`src/rtl/port_pin_mode_regs.svh`:
```
`ifndef PORT_PIN_MODE_REGS_SVH
`define PORT_PIN_MODE_REGS_SVH
// Register indices; byte address is four times the index
`define PORT3_LOW_MODE_IDX 8'heb
`define GROUP0_NIBBLE_MODE_IDX 8'hed
`define GROUP1_NIBBLE_MODE_IDX 8'hee
`define GROUP2_NIBBLE_MODE_IDX 8'hef
`define PORT3_PIN_PULLUPS_IDX 8'hec
`define PORT3_LOW_MODE_RST 8'h00
`define GROUP0_NIBBLE_MODE_RST 8'h00
`define GROUP1_NIBBLE_MODE_RST 8'h00
`define GROUP2_NIBBLE_MODE_RST 8'h00
`define PORT3_PIN_PULLUPS_RST 8'h00
`define NIBBLE_LOW_A_POS 6
`define NIBBLE_HIGH_A_POS 4
`define NIBBLE_LOW_B_POS 2
`define NIBBLE_HIGH_B_POS 0
`define SCK_FIELD_POS 2
`define SO_FIELD_POS 4
`define SI_FIELD_POS 6
`define BUZ_FIELD_POS 0
`endif

```
`src/rtl/port_pin_mode_pkg.sv`:
```
package port_pin_mode_pkg;
	typedef enum logic [1:0] {
		P3_INPUT = 2'h0,
		P3_OPEN_DRAIN = 2'h1,
		P3_ALTERNATE = 2'h2,
		P3_PUSH_PULL = 2'h3
	} p3_mode_t;
	typedef enum logic [1:0] {
		NIB_INPUT = 2'h0,
		NIB_INPUT_PULLUP = 2'h1,
		NIB_OPEN_DRAIN = 2'h2,
		NIB_PUSH_PULL = 2'h3
	} nib_mode_t;
	typedef enum {
		BUS_IDLE,
		BUS_ACK
	} bus_state_t;
endpackage

```
`src/rtl/port_pin_mode_config.sv`:
```
// Overview of operation
// - Port3 low mode: four 2-bit fields, reset input
// - Registers reachable only by direct register access
// - Clock pin: code 10 drives serial clock out
// - Eight pull-up enable bits, reset zero
// - Group0 nibble modes: input, pullup, OD, PP
// - Group0 bits 7:6 first port low nibble
// - Group0 bits 5:4 first port high nibble
// - Group0 bits 3:2 second port low nibble
// - Group0 bits 1:0 second port high nibble
// - Group1 same encodings, third and fourth ports
// - Group1 bits 7:6 third port low nibble
// - Group1 bits 5:4 third port high nibble
// - Group1 bits 3:2 fourth port low nibble
// - Group1 bits 1:0 fourth port high nibble
// - Group2 register read-write, resets zero
//
// Implementation choice: the Wishbone interface to the registers.
`timescale 1ns/10ps
`include "port_pin_mode_regs.svh"
module port_pin_mode_config
	import port_pin_mode_pkg::*;
(
	input wire logic core_clk, // System clock
	input wire logic rst_b, // Async reset, active low
	input wire logic wb_cyc_i, // Wishbone cycle
	input wire logic wb_stb_i, // Wishbone strobe
	input wire logic wb_we_i, // Wishbone write
	input wire logic [9:0] wb_adr_i, // Byte address
	input wire logic [3:0] wb_sel_i, // Byte enables
	input wire logic [31:0] wb_dat_i, // Write data
	output logic [31:0] wb_dat_o, // Read data
	output logic wb_ack_o, // Acknowledge
	output logic wb_err_o, // Unmapped address
	input wire logic [3:0] port3Pin, // Port3 pins 0..3 from pads
	output logic [3:0] port3Out, // Port3 pad output value
	output logic [3:0] port3Oe, // Port3 pad output enable
	output logic [7:0] port3PullEn, // Port3 pull-up enables
	input wire logic [3:0] port3Data, // Port3 data latch bits 0..3
	input wire logic serial_zero_output, // Serial data from serial unit
	input wire logic serial_zero_clock, // Serial clock from serial unit
	input wire logic buzzer_output, // Buzzer waveform
	output logic serial_zero_input, // Synchronised serial data in
	output logic serialClkIn, // Synchronised serial clock in
	input wire logic [31:0] lcdPin, // Ports 4..7 pins from pads
	input wire logic [31:0] lcdData, // Ports 4..7 data latches
	output logic [31:0] lcdOut, // Ports 4..7 pad output value
	output logic [31:0] lcdOe, // Ports 4..7 pad output enable
	output logic [31:0] lcdPullEn, // Ports 4..7 pull-up enables
	output logic [31:0] lcdIn // Synchronised ports 4..7 inputs
);
	logic [7:0] port3ModeFf;
	logic [7:0] group0Ff;
	logic [7:0] group1Ff;
	logic [7:0] group2Ff;
	logic [7:0] pullupsFf;
	logic ackFf;
	logic errFf;
	logic [31:0] rdataFf;
	logic [3:0] p3SyncA;
	logic [3:0] p3SyncB;
	logic [3:0] p3SyncC;
	logic [3:0] p3StableFf;
	logic [31:0] lcdSyncA;
	logic [31:0] lcdSyncB;
	logic [31:0] lcdSyncC;
	logic [31:0] lcdStableFf;
	logic [3:0] port3OutFf;
	logic [3:0] port3OeFf;
	logic [31:0] lcdOutFf;
	logic [31:0] lcdOeFf;
	logic [31:0] lcdPullFf;
	logic [7:0] p3PullFf;
	logic serialClkFf;

	// Word index from byte address
	wire [7:0] regIdx = wb_adr_i[9:2];
	wire busReq = wb_cyc_i & wb_stb_i & ~ackFf & ~errFf;
	wire hitP3 = regIdx == `PORT3_LOW_MODE_IDX;
	wire hitG0 = regIdx == `GROUP0_NIBBLE_MODE_IDX;
	wire hitG1 = regIdx == `GROUP1_NIBBLE_MODE_IDX;
	wire hitG2 = regIdx == `GROUP2_NIBBLE_MODE_IDX;
	wire hitPu = regIdx == `PORT3_PIN_PULLUPS_IDX;
	wire hitAny = hitP3 | hitG0 | hitG1 | hitG2 | hitPu;
	// Only the low lane carries data; a write without it is a no-op
	wire wrLane = busReq & wb_we_i & hitAny & wb_sel_i[0];
	wire [7:0] wrByte = wb_dat_i[7:0];
	wire [7:0] rdSel = hitP3 ? port3ModeFf : hitG0 ? group0Ff : hitG1 ? group1Ff :
		hitG2 ? group2Ff : hitPu ? pullupsFf : 8'h00;

	// Direct access only, each register one word
	always_ff @(posedge core_clk or negedge rst_b) begin
		if (!rst_b)
			port3ModeFf <= `PORT3_LOW_MODE_RST;
		else if (wrLane && hitP3)
			port3ModeFf <= wrByte;
	end

	always_ff @(posedge core_clk or negedge rst_b) begin
		if (!rst_b)
			group0Ff <= `GROUP0_NIBBLE_MODE_RST;
		else if (wrLane && hitG0)
			group0Ff <= wrByte;
	end

	always_ff @(posedge core_clk or negedge rst_b) begin
		if (!rst_b)
			group1Ff <= `GROUP1_NIBBLE_MODE_RST;
		else if (wrLane && hitG1)
			group1Ff <= wrByte;
	end

	always_ff @(posedge core_clk or negedge rst_b) begin
		if (!rst_b)
			group2Ff <= `GROUP2_NIBBLE_MODE_RST;
		else if (wrLane && hitG2)
			group2Ff <= wrByte;
	end

	always_ff @(posedge core_clk or negedge rst_b) begin
		if (!rst_b)
			pullupsFf <= `PORT3_PIN_PULLUPS_RST;
		else if (wrLane && hitPu)
			pullupsFf <= wrByte;
	end

	// Pending ack or err keeps one request from being taken twice
	always_ff @(posedge core_clk or negedge rst_b) begin
		if (!rst_b) begin
			ackFf <= 1'b0;
			errFf <= 1'b0;
		end else begin
			ackFf <= busReq & hitAny;
			errFf <= busReq & ~hitAny;
		end
	end

	// Refreshed every cycle; only meaningful beside ack
	always_ff @(posedge core_clk or negedge rst_b) begin
		if (!rst_b)
			rdataFf <= 32'h0;
		else
			rdataFf <= {24'h0, rdSel};
	end

	assign wb_ack_o = ackFf;
	assign wb_err_o = errFf;
	assign wb_dat_o = rdataFf;

	// Follows stages 2 and 3 once they agree, otherwise holds
	function automatic logic [31:0] agreeFilter(input logic [31:0] held, input logic [31:0] mid,
		input logic [31:0] last);
		agreeFilter = (mid & last) | (held & (mid | last));
	endfunction

	// Three-stage input sync; change accepted when stages 2 and 3 agree
	always_ff @(posedge core_clk or negedge rst_b) begin
		if (!rst_b) begin
			p3SyncA <= 4'h0;
			p3SyncB <= 4'h0;
			p3SyncC <= 4'h0;
			p3StableFf <= 4'h0;
		end else begin
			p3SyncA <= port3Pin;
			p3SyncB <= p3SyncA;
			p3SyncC <= p3SyncB;
			p3StableFf <= 4'(agreeFilter(32'(p3StableFf), 32'(p3SyncB), 32'(p3SyncC)));
		end
	end

	always_ff @(posedge core_clk or negedge rst_b) begin
		if (!rst_b) begin
			lcdSyncA <= 32'h0;
			lcdSyncB <= 32'h0;
			lcdSyncC <= 32'h0;
			lcdStableFf <= 32'h0;
		end else begin
			lcdSyncA <= lcdPin;
			lcdSyncB <= lcdSyncA;
			lcdSyncC <= lcdSyncB;
			lcdStableFf <= agreeFilter(lcdStableFf, lcdSyncB, lcdSyncC);
		end
	end

	assign serial_zero_input = p3StableFf[3];
	// Clock input only in input mode; the output flop costs one cycle of latency
	wire nxt_serialClk = (port3ModeFf[`SCK_FIELD_POS +: 2] == P3_INPUT) ? p3StableFf[1] : 1'b0;
	assign serialClkIn = serialClkFf;
	assign lcdIn = lcdStableFf;

	// Per-pin alternate source; SI0 pin has none, its 10 code is reserved
	wire [3:0] altSrc = {1'b0, serial_zero_output, serial_zero_clock, buzzer_output};
	wire [3:0] altValid = 4'h7;
	logic [3:0] nxt_port3Out;
	logic [3:0] nxt_port3Oe;

	genvar gi;
	generate
		for (gi = 0; gi < 4; gi++) begin : g_p3
			wire [1:0] code = port3ModeFf[2*gi +: 2];
			always_comb begin
				case (p3_mode_t'(code))
					P3_INPUT: begin
						nxt_port3Out[gi] = 1'b0;
						nxt_port3Oe[gi] = 1'b0;
					end
					P3_OPEN_DRAIN: begin
						nxt_port3Out[gi] = 1'b0;
						nxt_port3Oe[gi] = ~port3Data[gi];
					end
					P3_ALTERNATE: begin
						nxt_port3Out[gi] = altSrc[gi] & altValid[gi];
						nxt_port3Oe[gi] = altValid[gi];
					end
					P3_PUSH_PULL: begin
						nxt_port3Out[gi] = port3Data[gi];
						nxt_port3Oe[gi] = 1'b1;
					end
					default: begin
						nxt_port3Out[gi] = 1'b0;
						nxt_port3Oe[gi] = 1'b0;
					end
				endcase
			end
		end
	endgenerate

	// Nibble field per group of four pins, low nibble first
	function automatic logic [1:0] nibField(input logic [7:0] g0, input logic [7:0] g1, input int n);
		logic [7:0] grp;
		grp = (n < 4) ? g0 : g1;
		case (n % 4)
			0: nibField = grp[`NIBBLE_LOW_A_POS +: 2];
			1: nibField = grp[`NIBBLE_HIGH_A_POS +: 2];
			2: nibField = grp[`NIBBLE_LOW_B_POS +: 2];
			default: nibField = grp[`NIBBLE_HIGH_B_POS +: 2];
		endcase
	endfunction

	logic [31:0] nxt_lcdOut;
	logic [31:0] nxt_lcdOe;
	logic [31:0] nxt_lcdPull;
	generate
		for (gi = 0; gi < 32; gi++) begin : g_lcd
			wire [1:0] code = nibField(group0Ff, group1Ff, gi / 4);
			always_comb begin
				case (nib_mode_t'(code))
					NIB_INPUT: begin
						nxt_lcdOut[gi] = 1'b0;
						nxt_lcdOe[gi] = 1'b0;
						nxt_lcdPull[gi] = 1'b0;
					end
					NIB_INPUT_PULLUP: begin
						nxt_lcdOut[gi] = 1'b0;
						nxt_lcdOe[gi] = 1'b0;
						nxt_lcdPull[gi] = 1'b1;
					end
					NIB_OPEN_DRAIN: begin
						nxt_lcdOut[gi] = 1'b0;
						nxt_lcdOe[gi] = ~lcdData[gi];
						nxt_lcdPull[gi] = 1'b0;
					end
					NIB_PUSH_PULL: begin
						nxt_lcdOut[gi] = lcdData[gi];
						nxt_lcdOe[gi] = 1'b1;
						nxt_lcdPull[gi] = 1'b0;
					end
					default: begin
						nxt_lcdOut[gi] = 1'b0;
						nxt_lcdOe[gi] = 1'b0;
						nxt_lcdPull[gi] = 1'b0;
					end
				endcase
			end
		end
	endgenerate

	// Registered drivers: write at edge N shows on pins after edge N+1
	always_ff @(posedge core_clk or negedge rst_b) begin
		if (!rst_b) begin
			port3OutFf <= 4'h0;
			port3OeFf <= 4'h0;
			p3PullFf <= 8'h0;
			serialClkFf <= 1'b0;
		end else begin
			port3OutFf <= nxt_port3Out;
			port3OeFf <= nxt_port3Oe;
			p3PullFf <= pullupsFf;
			serialClkFf <= nxt_serialClk;
		end
	end

	// Pull-up and drive come from one decoded code, so they never overlap
	always_ff @(posedge core_clk or negedge rst_b) begin
		if (!rst_b) begin
			lcdOutFf <= 32'h0;
			lcdOeFf <= 32'h0;
			lcdPullFf <= 32'h0;
		end else begin
			lcdOutFf <= nxt_lcdOut;
			lcdOeFf <= nxt_lcdOe;
			lcdPullFf <= nxt_lcdPull;
		end
	end

	assign port3Out = port3OutFf;
	assign port3Oe = port3OeFf;
	assign port3PullEn = p3PullFf;
	assign lcdOut = lcdOutFf;
	assign lcdOe = lcdOeFf;
	assign lcdPullEn = lcdPullFf;
endmodule

```
`config.mk`:
```
export PLATFORM = sky130hd
export DESIGN_NAME = port_pin_mode_config
export DESIGN_NICKNAME = d
export VERILOG_FILES = /design/src/rtl/port_pin_mode_pkg.sv /design/src/rtl/port_pin_mode_config.sv
export VERILOG_INCLUDE_DIRS = /design/src /design/src/rtl
export SDC_FILE = /design/constraint.sdc
export NUM_CORES = 1
export LEC_CHECK = 0
export ABC_AREA = 1
export BUFFER_PORTS_ARGS = -buffer_cell sky130_fd_sc_hd__clkbuf_2
export CORE_MARGIN = 10
export CORE_UTILIZATION = 45
export CTS_CLUSTER_DIAMETER = 60
export CTS_CLUSTER_SIZE = 20
export DETAILED_ROUTE_END_ITERATION = 10
export PLACE_DENSITY = 0.8
export RECOVER_POWER = 25
export SLEW_MARGIN = 10
export SYNTH_ARGS = -nofsm -noshare
export SYNTH_HDL_FRONTEND = slang
export SYNTH_SLANG_ARGS = --single-unit
```
`constraint.sdc`:
```
create_clock -name core_clk -period 1.35 [get_ports core_clk]
set_input_delay 0.27 -clock core_clk [delete_from_list [all_inputs] [get_ports core_clk]]
set_output_delay 0.27 -clock core_clk [all_outputs]
set_load 0.02 [all_outputs]
```
==> Implementation_results.wiki <==
{| class="wikitable"
! Metric !! Value
|-
| Number of instances on the worst hold path || 3
|-
| Post-layout total power || 15.9 mW
|-
| Synthesis-to-finish area growth || 38.8%
|-
| Combinational Power Share || 0.084
|-
| Final worst slack || -0.0518 ns
|-
| Hold wc startpoint || serial_zero_clock
|-
| Terminating pin of the worst hold path || port3Out[1]
|-
| Area of all sequential standard cells || 0.00689 mm^2
|-
| Max cap viols || 0
|-
| Leakage Power || 6.73 nW
|-
| Fmax || 0.713 GHz
|-
| Gate Count Post-Synth || 746
|-
| Area of the core || 0.0203 mm^2
|-
| CTS root buf || sky130_fd_sc_hd__clkbuf_16
|-
| Number of I/O pins || 306
|-
| Sink Count || 275
|-
| Register-to-Register Setup Slack || -0.03 ns
|-
| Switching share of total power || 0.235
|-
| Synthesis Warnings || 0
|-
| Type of the setup path with the least slack || reg -> out
|-
| Number of port buffers || 250
|-
| Cell-internal power || 12.1 mW
|-
| Highest ir drop seen on vdd || 734 uV
|-
| Effective utilization at floorplan || 0.458
|-
| Violations in the final reports || negative setup slack
|-
| Critical path data required time || 1.08 ns
|-
| Final worst path period share || 1.04
|-
| FF-to-FF path depth || 6
|-
| First-pass GRT wire length || 38700 um
|-
| ANT nets after route || 0
|-
| Number of vias after detailed routing || 6596
|-
| Global-route usage over all layers || 0.182
|-
| Detailed-router iteration count before antenna repair || 5
|-
| Total gr overflow || 0
|-
| CTS HTree Levels || 1
|-
| Maximum number of pins on one net before global-route repair || 51
|-
| Hold/Removal Path Class || in -> reg
|-
| Clock skew after layout || 0.0186 ns
|-
| Syn Std Cell Area || 0.00930 mm^2
|-
| Clock Pin Slew Worst Setup and Hold Paths || 0.08 ns
|-
| Cell Pwr Density || 1230 mW/mm^2
|-
| TritonCTS clock tree || done
|-
| Max-slew violation count || 0
|-
| Highest routed layer || met4
|-
| Initial antenna violation count || 1
|-
| Number of clock buffers inserted by TritonCTS || 20
|-
| Max FO, Critical Path || 4
|-
| Detailed-routed wire length on met2 || 13900 um
|-
| Starting DRC count in detailed routing || 371
|-
| Width of the die || 164 um
|-
| Vias in the first global route || 7107
|-
| R2R Path Start || wb_err_o
|-
| Core occupancy in the finished layout || 0.636
|-
| Vertical die dimension || 164 um
|-
| Critical path startpoint category || flip-flop
|-
| Layout fillers || 1492
|-
| Setup violations, final || 45
|-
| Ordered cell list for the critical path || buf_4
|-
| Per-cell routed wire length || 19.0 um
|-
| Net count of the finished layout || 1238
|-
| Placer congestion estimate || 0.819
|-
| Share of total power in the clock network || 0.370
|-
| Endpoints failing hold || 0
|-
| Final period demand of the worst path || 1.40 ns
|-
| Routed length on met1 || 9720 um
|-
| Endpoint of the worst-slack reg-to-reg timing path || port3ModeFf[2]
|-
| Number of rows in the core area || 52
|-
| Vias per cell || 4.74
|-
| Placed wire-length estimate || 17200 um
|-
| Kind of capture point of the worst setup path || output port
|-
| Multi-input logic area || 0.00190 mm^2
|-
| Count of buffer and inverter cells on the critical path || 1
|-
| Full die area || 0.0268 mm^2
|-
| Clock insertion delay at the later pin of the skew report || 0.50 ns
|-
| Setup repair after global routing missed its margin || yes
|-
| Share of the yosys chip area belonging to registers || 0.740
|-
| Residual DRC count || 0
|-
| Seq cells post-synth || 275
|-
| Slowest library cell on the worst path || sky130_fd_sc_hd__dfrtp_2
|-
| Share of layout cells above drive strength 1 || 0.326
|-
| CP top delay family || flip-flops
|-
| Crit-path max cell delay || 0.46 ns
|-
| Part of the total power dissipated in sequential elements || 0.546
|-
| Crit path DAT || 1.13 ns
|-
| Total Wirelength || 26400 um
|-
| NetSw || 3.73 mW
|-
| Number of distinct library cell variants in the gate-level netlist after synthesis || 23
|-
| Wire length on met3 || 1970 um
|-
| Synthesized area per cell || 12.5 um^2
|-
| Run status || complete, but fails checks
|-
| Clock Tree Buf Depth || 3
|}
layout make-up:
type | instances | share of cell area
antenna | 1 | 0.000194
inverter | 77 | 0.0224
tap | 270 | 0.0262
timing repair buffer | 379 | 0.222
clock inverter | 7 | 0.00630
multi-input combinational | 359 | 0.147
sequential | 275 | 0.533
clock buffer | 23 | 0.0428
cell usage in the layout, fill, tap and decap left out, types with 13 or more instances in the layout:
cell type,n
sky130_fd_sc_hd__dfrtp_1,270
sky130_fd_sc_hd__clkbuf_16,21
sky130_fd_sc_hd__clkbuf_1,15
sky130_fd_sc_hd__conb_1,24
sky130_fd_sc_hd__nor2_1,56
sky130_fd_sc_hd__maj3_1,34
sky130_fd_sc_hd__inv_1,74
sky130_fd_sc_hd__dlygate4sd3_1,69
sky130_fd_sc_hd__clkbuf_8,13
sky130_fd_sc_hd__nand2_1,121
sky130_fd_sc_hd__buf_6,40
sky130_fd_sc_hd__o21ai_0,46
sky130_fd_sc_hd__nand2_2,20
sky130_fd_sc_hd__buf_4,62
sky130_fd_sc_hd__nand4_1,39
sky130_fd_sc_hd__clkbuf_2,161
power groups by stage:
| stage | registers, mW | clock network [mW] | logic [mW] |
|---|---|---|---|
| after detailed placement | 8.80 | 0 | 0.907 |
| after global routing | 8.68 | 6.37 | 1.44 |
| after CTS | 8.63 | 6.02 | 1.16 |
| after floorplan | 8.89 | 0 | 0.264 |
| after global placement | 8.78 | 0 | 0.879 |
| final | 8.66 | 5.87 | 1.34 |
synth_stat cells (all sizes together):
cell type | count | share of area
inv | 75 | 0.030
nand3 | 3 | 0.0016
dfrtp | 275 | 0.74
nand2 | 142 | 0.058
or2 | 2 | 0.0013
o21ai | 47 | 0.025
conb | 1 | 0.00040
clkinv | 2 | 0.00081
nand4 | 42 | 0.031
clkbuf | 3 | 0.0012
maj3 | 34 | 0.037
nor3 | 1 | 0.0017
nor2 | 61 | 0.026
a21oi | 2 | 0.0015
buf | 56 | 0.044
timing repair:
action / in CTS / in global routing
endpoints found under the setup margin: 49 / 111
setup buffers: 10 / 22
hold buffers: 69 / 0
hold endpoints to repair: 266 / 0
pin swaps: 0 / 14
cloned: 0 / 1
resized for setup: 42 / 166
worst register-to-register path: stages, from the launching register on:
cell and delay [ns]:
sky130_fd_sc_hd__dfrtp_2 0.44, sky130_fd_sc_hd__nor3_4 0.21, sky130_fd_sc_hd__buf_6 0.19, sky130_fd_sc_hd__nand4_1 0.13, sky130_fd_sc_hd__buf_6 0.20, sky130_fd_sc_hd__nand2_2 0.06, sky130_fd_sc_hd__nand2_1 0.05
registers in the layout, summed over array words and instances, names as in the netlist, 4 cells and up:
register	flops
port3ModeFf	8
lcdPullEn	8
wb_dat_o	8
lcdIn	32
pullupsFf	8
lcdOe	32
group0Ff	8
lcdSyncB	32
lcdOut	32
port3Oe	4
port3Out	4
lcdSyncC	32
group1Ff	8
lcdSyncA	32
group2Ff	8
port3PullEn	8
per-stage QoR:
step / cells / setup slack [ns] / hold slack (ns) / cell area [um^2] / TNS, ns
detailed placement: 1258 / -0.106 / 0.187 / 10900 / -2.77
CTS: 1367 / -0.0541 / 0.0275 / 12400 / -1.13
global route: 1391 / -0.0898 / 0.0447 / 12900 / -4.10
global placement: 1258 / -0.0564 / 0.190 / 10900 / -0.892
finish: 1391 / -0.0518 / 0.0391 / 12900 / -0.802
floorplan: 769 / -0.0344 / -0.0256 / 9400 / -0.985
worst max path at each step:
stage / start / slack, ns / to / cells after the start
final: lcdPullEn[27] / -0.05 / lcdPullEn[24] / 1
after global routing: wb_err_o / -0.09 / group0Ff[5] / 6
after CTS: lcdPullEn[27] / -0.05 / lcdPullEn[25] / 1
after detailed placement: wb_adr_i[5] / -0.11 / group1Ff[2] / 9
after global placement: wb_adr_i[7] / -0.06 / group1Ff[4] / 8
after floorplan: wb_err_o / -0.03 / group0Ff[0] / 6
metal layers:
layer / up-vias / track usage
met5: - / 0
met4: 0 / 0.0536
met3: 62 / 0.0395
met2: 304 / 0.327
met1: 3209 / 0.215
li1: 3021 / -
cells by family (layout without fill, tap and decap cells):
kind of cell / after synthesis / after routing / share of synthesized area
AOI/OAI and AO/OA: 49 / 49 / 0.0268
adders and majority gates: 34 / 34 / 0.0366
buffers and inverters: 136 / 486 / 0.0764
DFF: 275 / 275 / 0.740
other: 1 / 25 / 0.000403
and+or+nand+nor: 251 / 252 / 0.120
No activity file was read; power rests on OpenSTA's default activity.
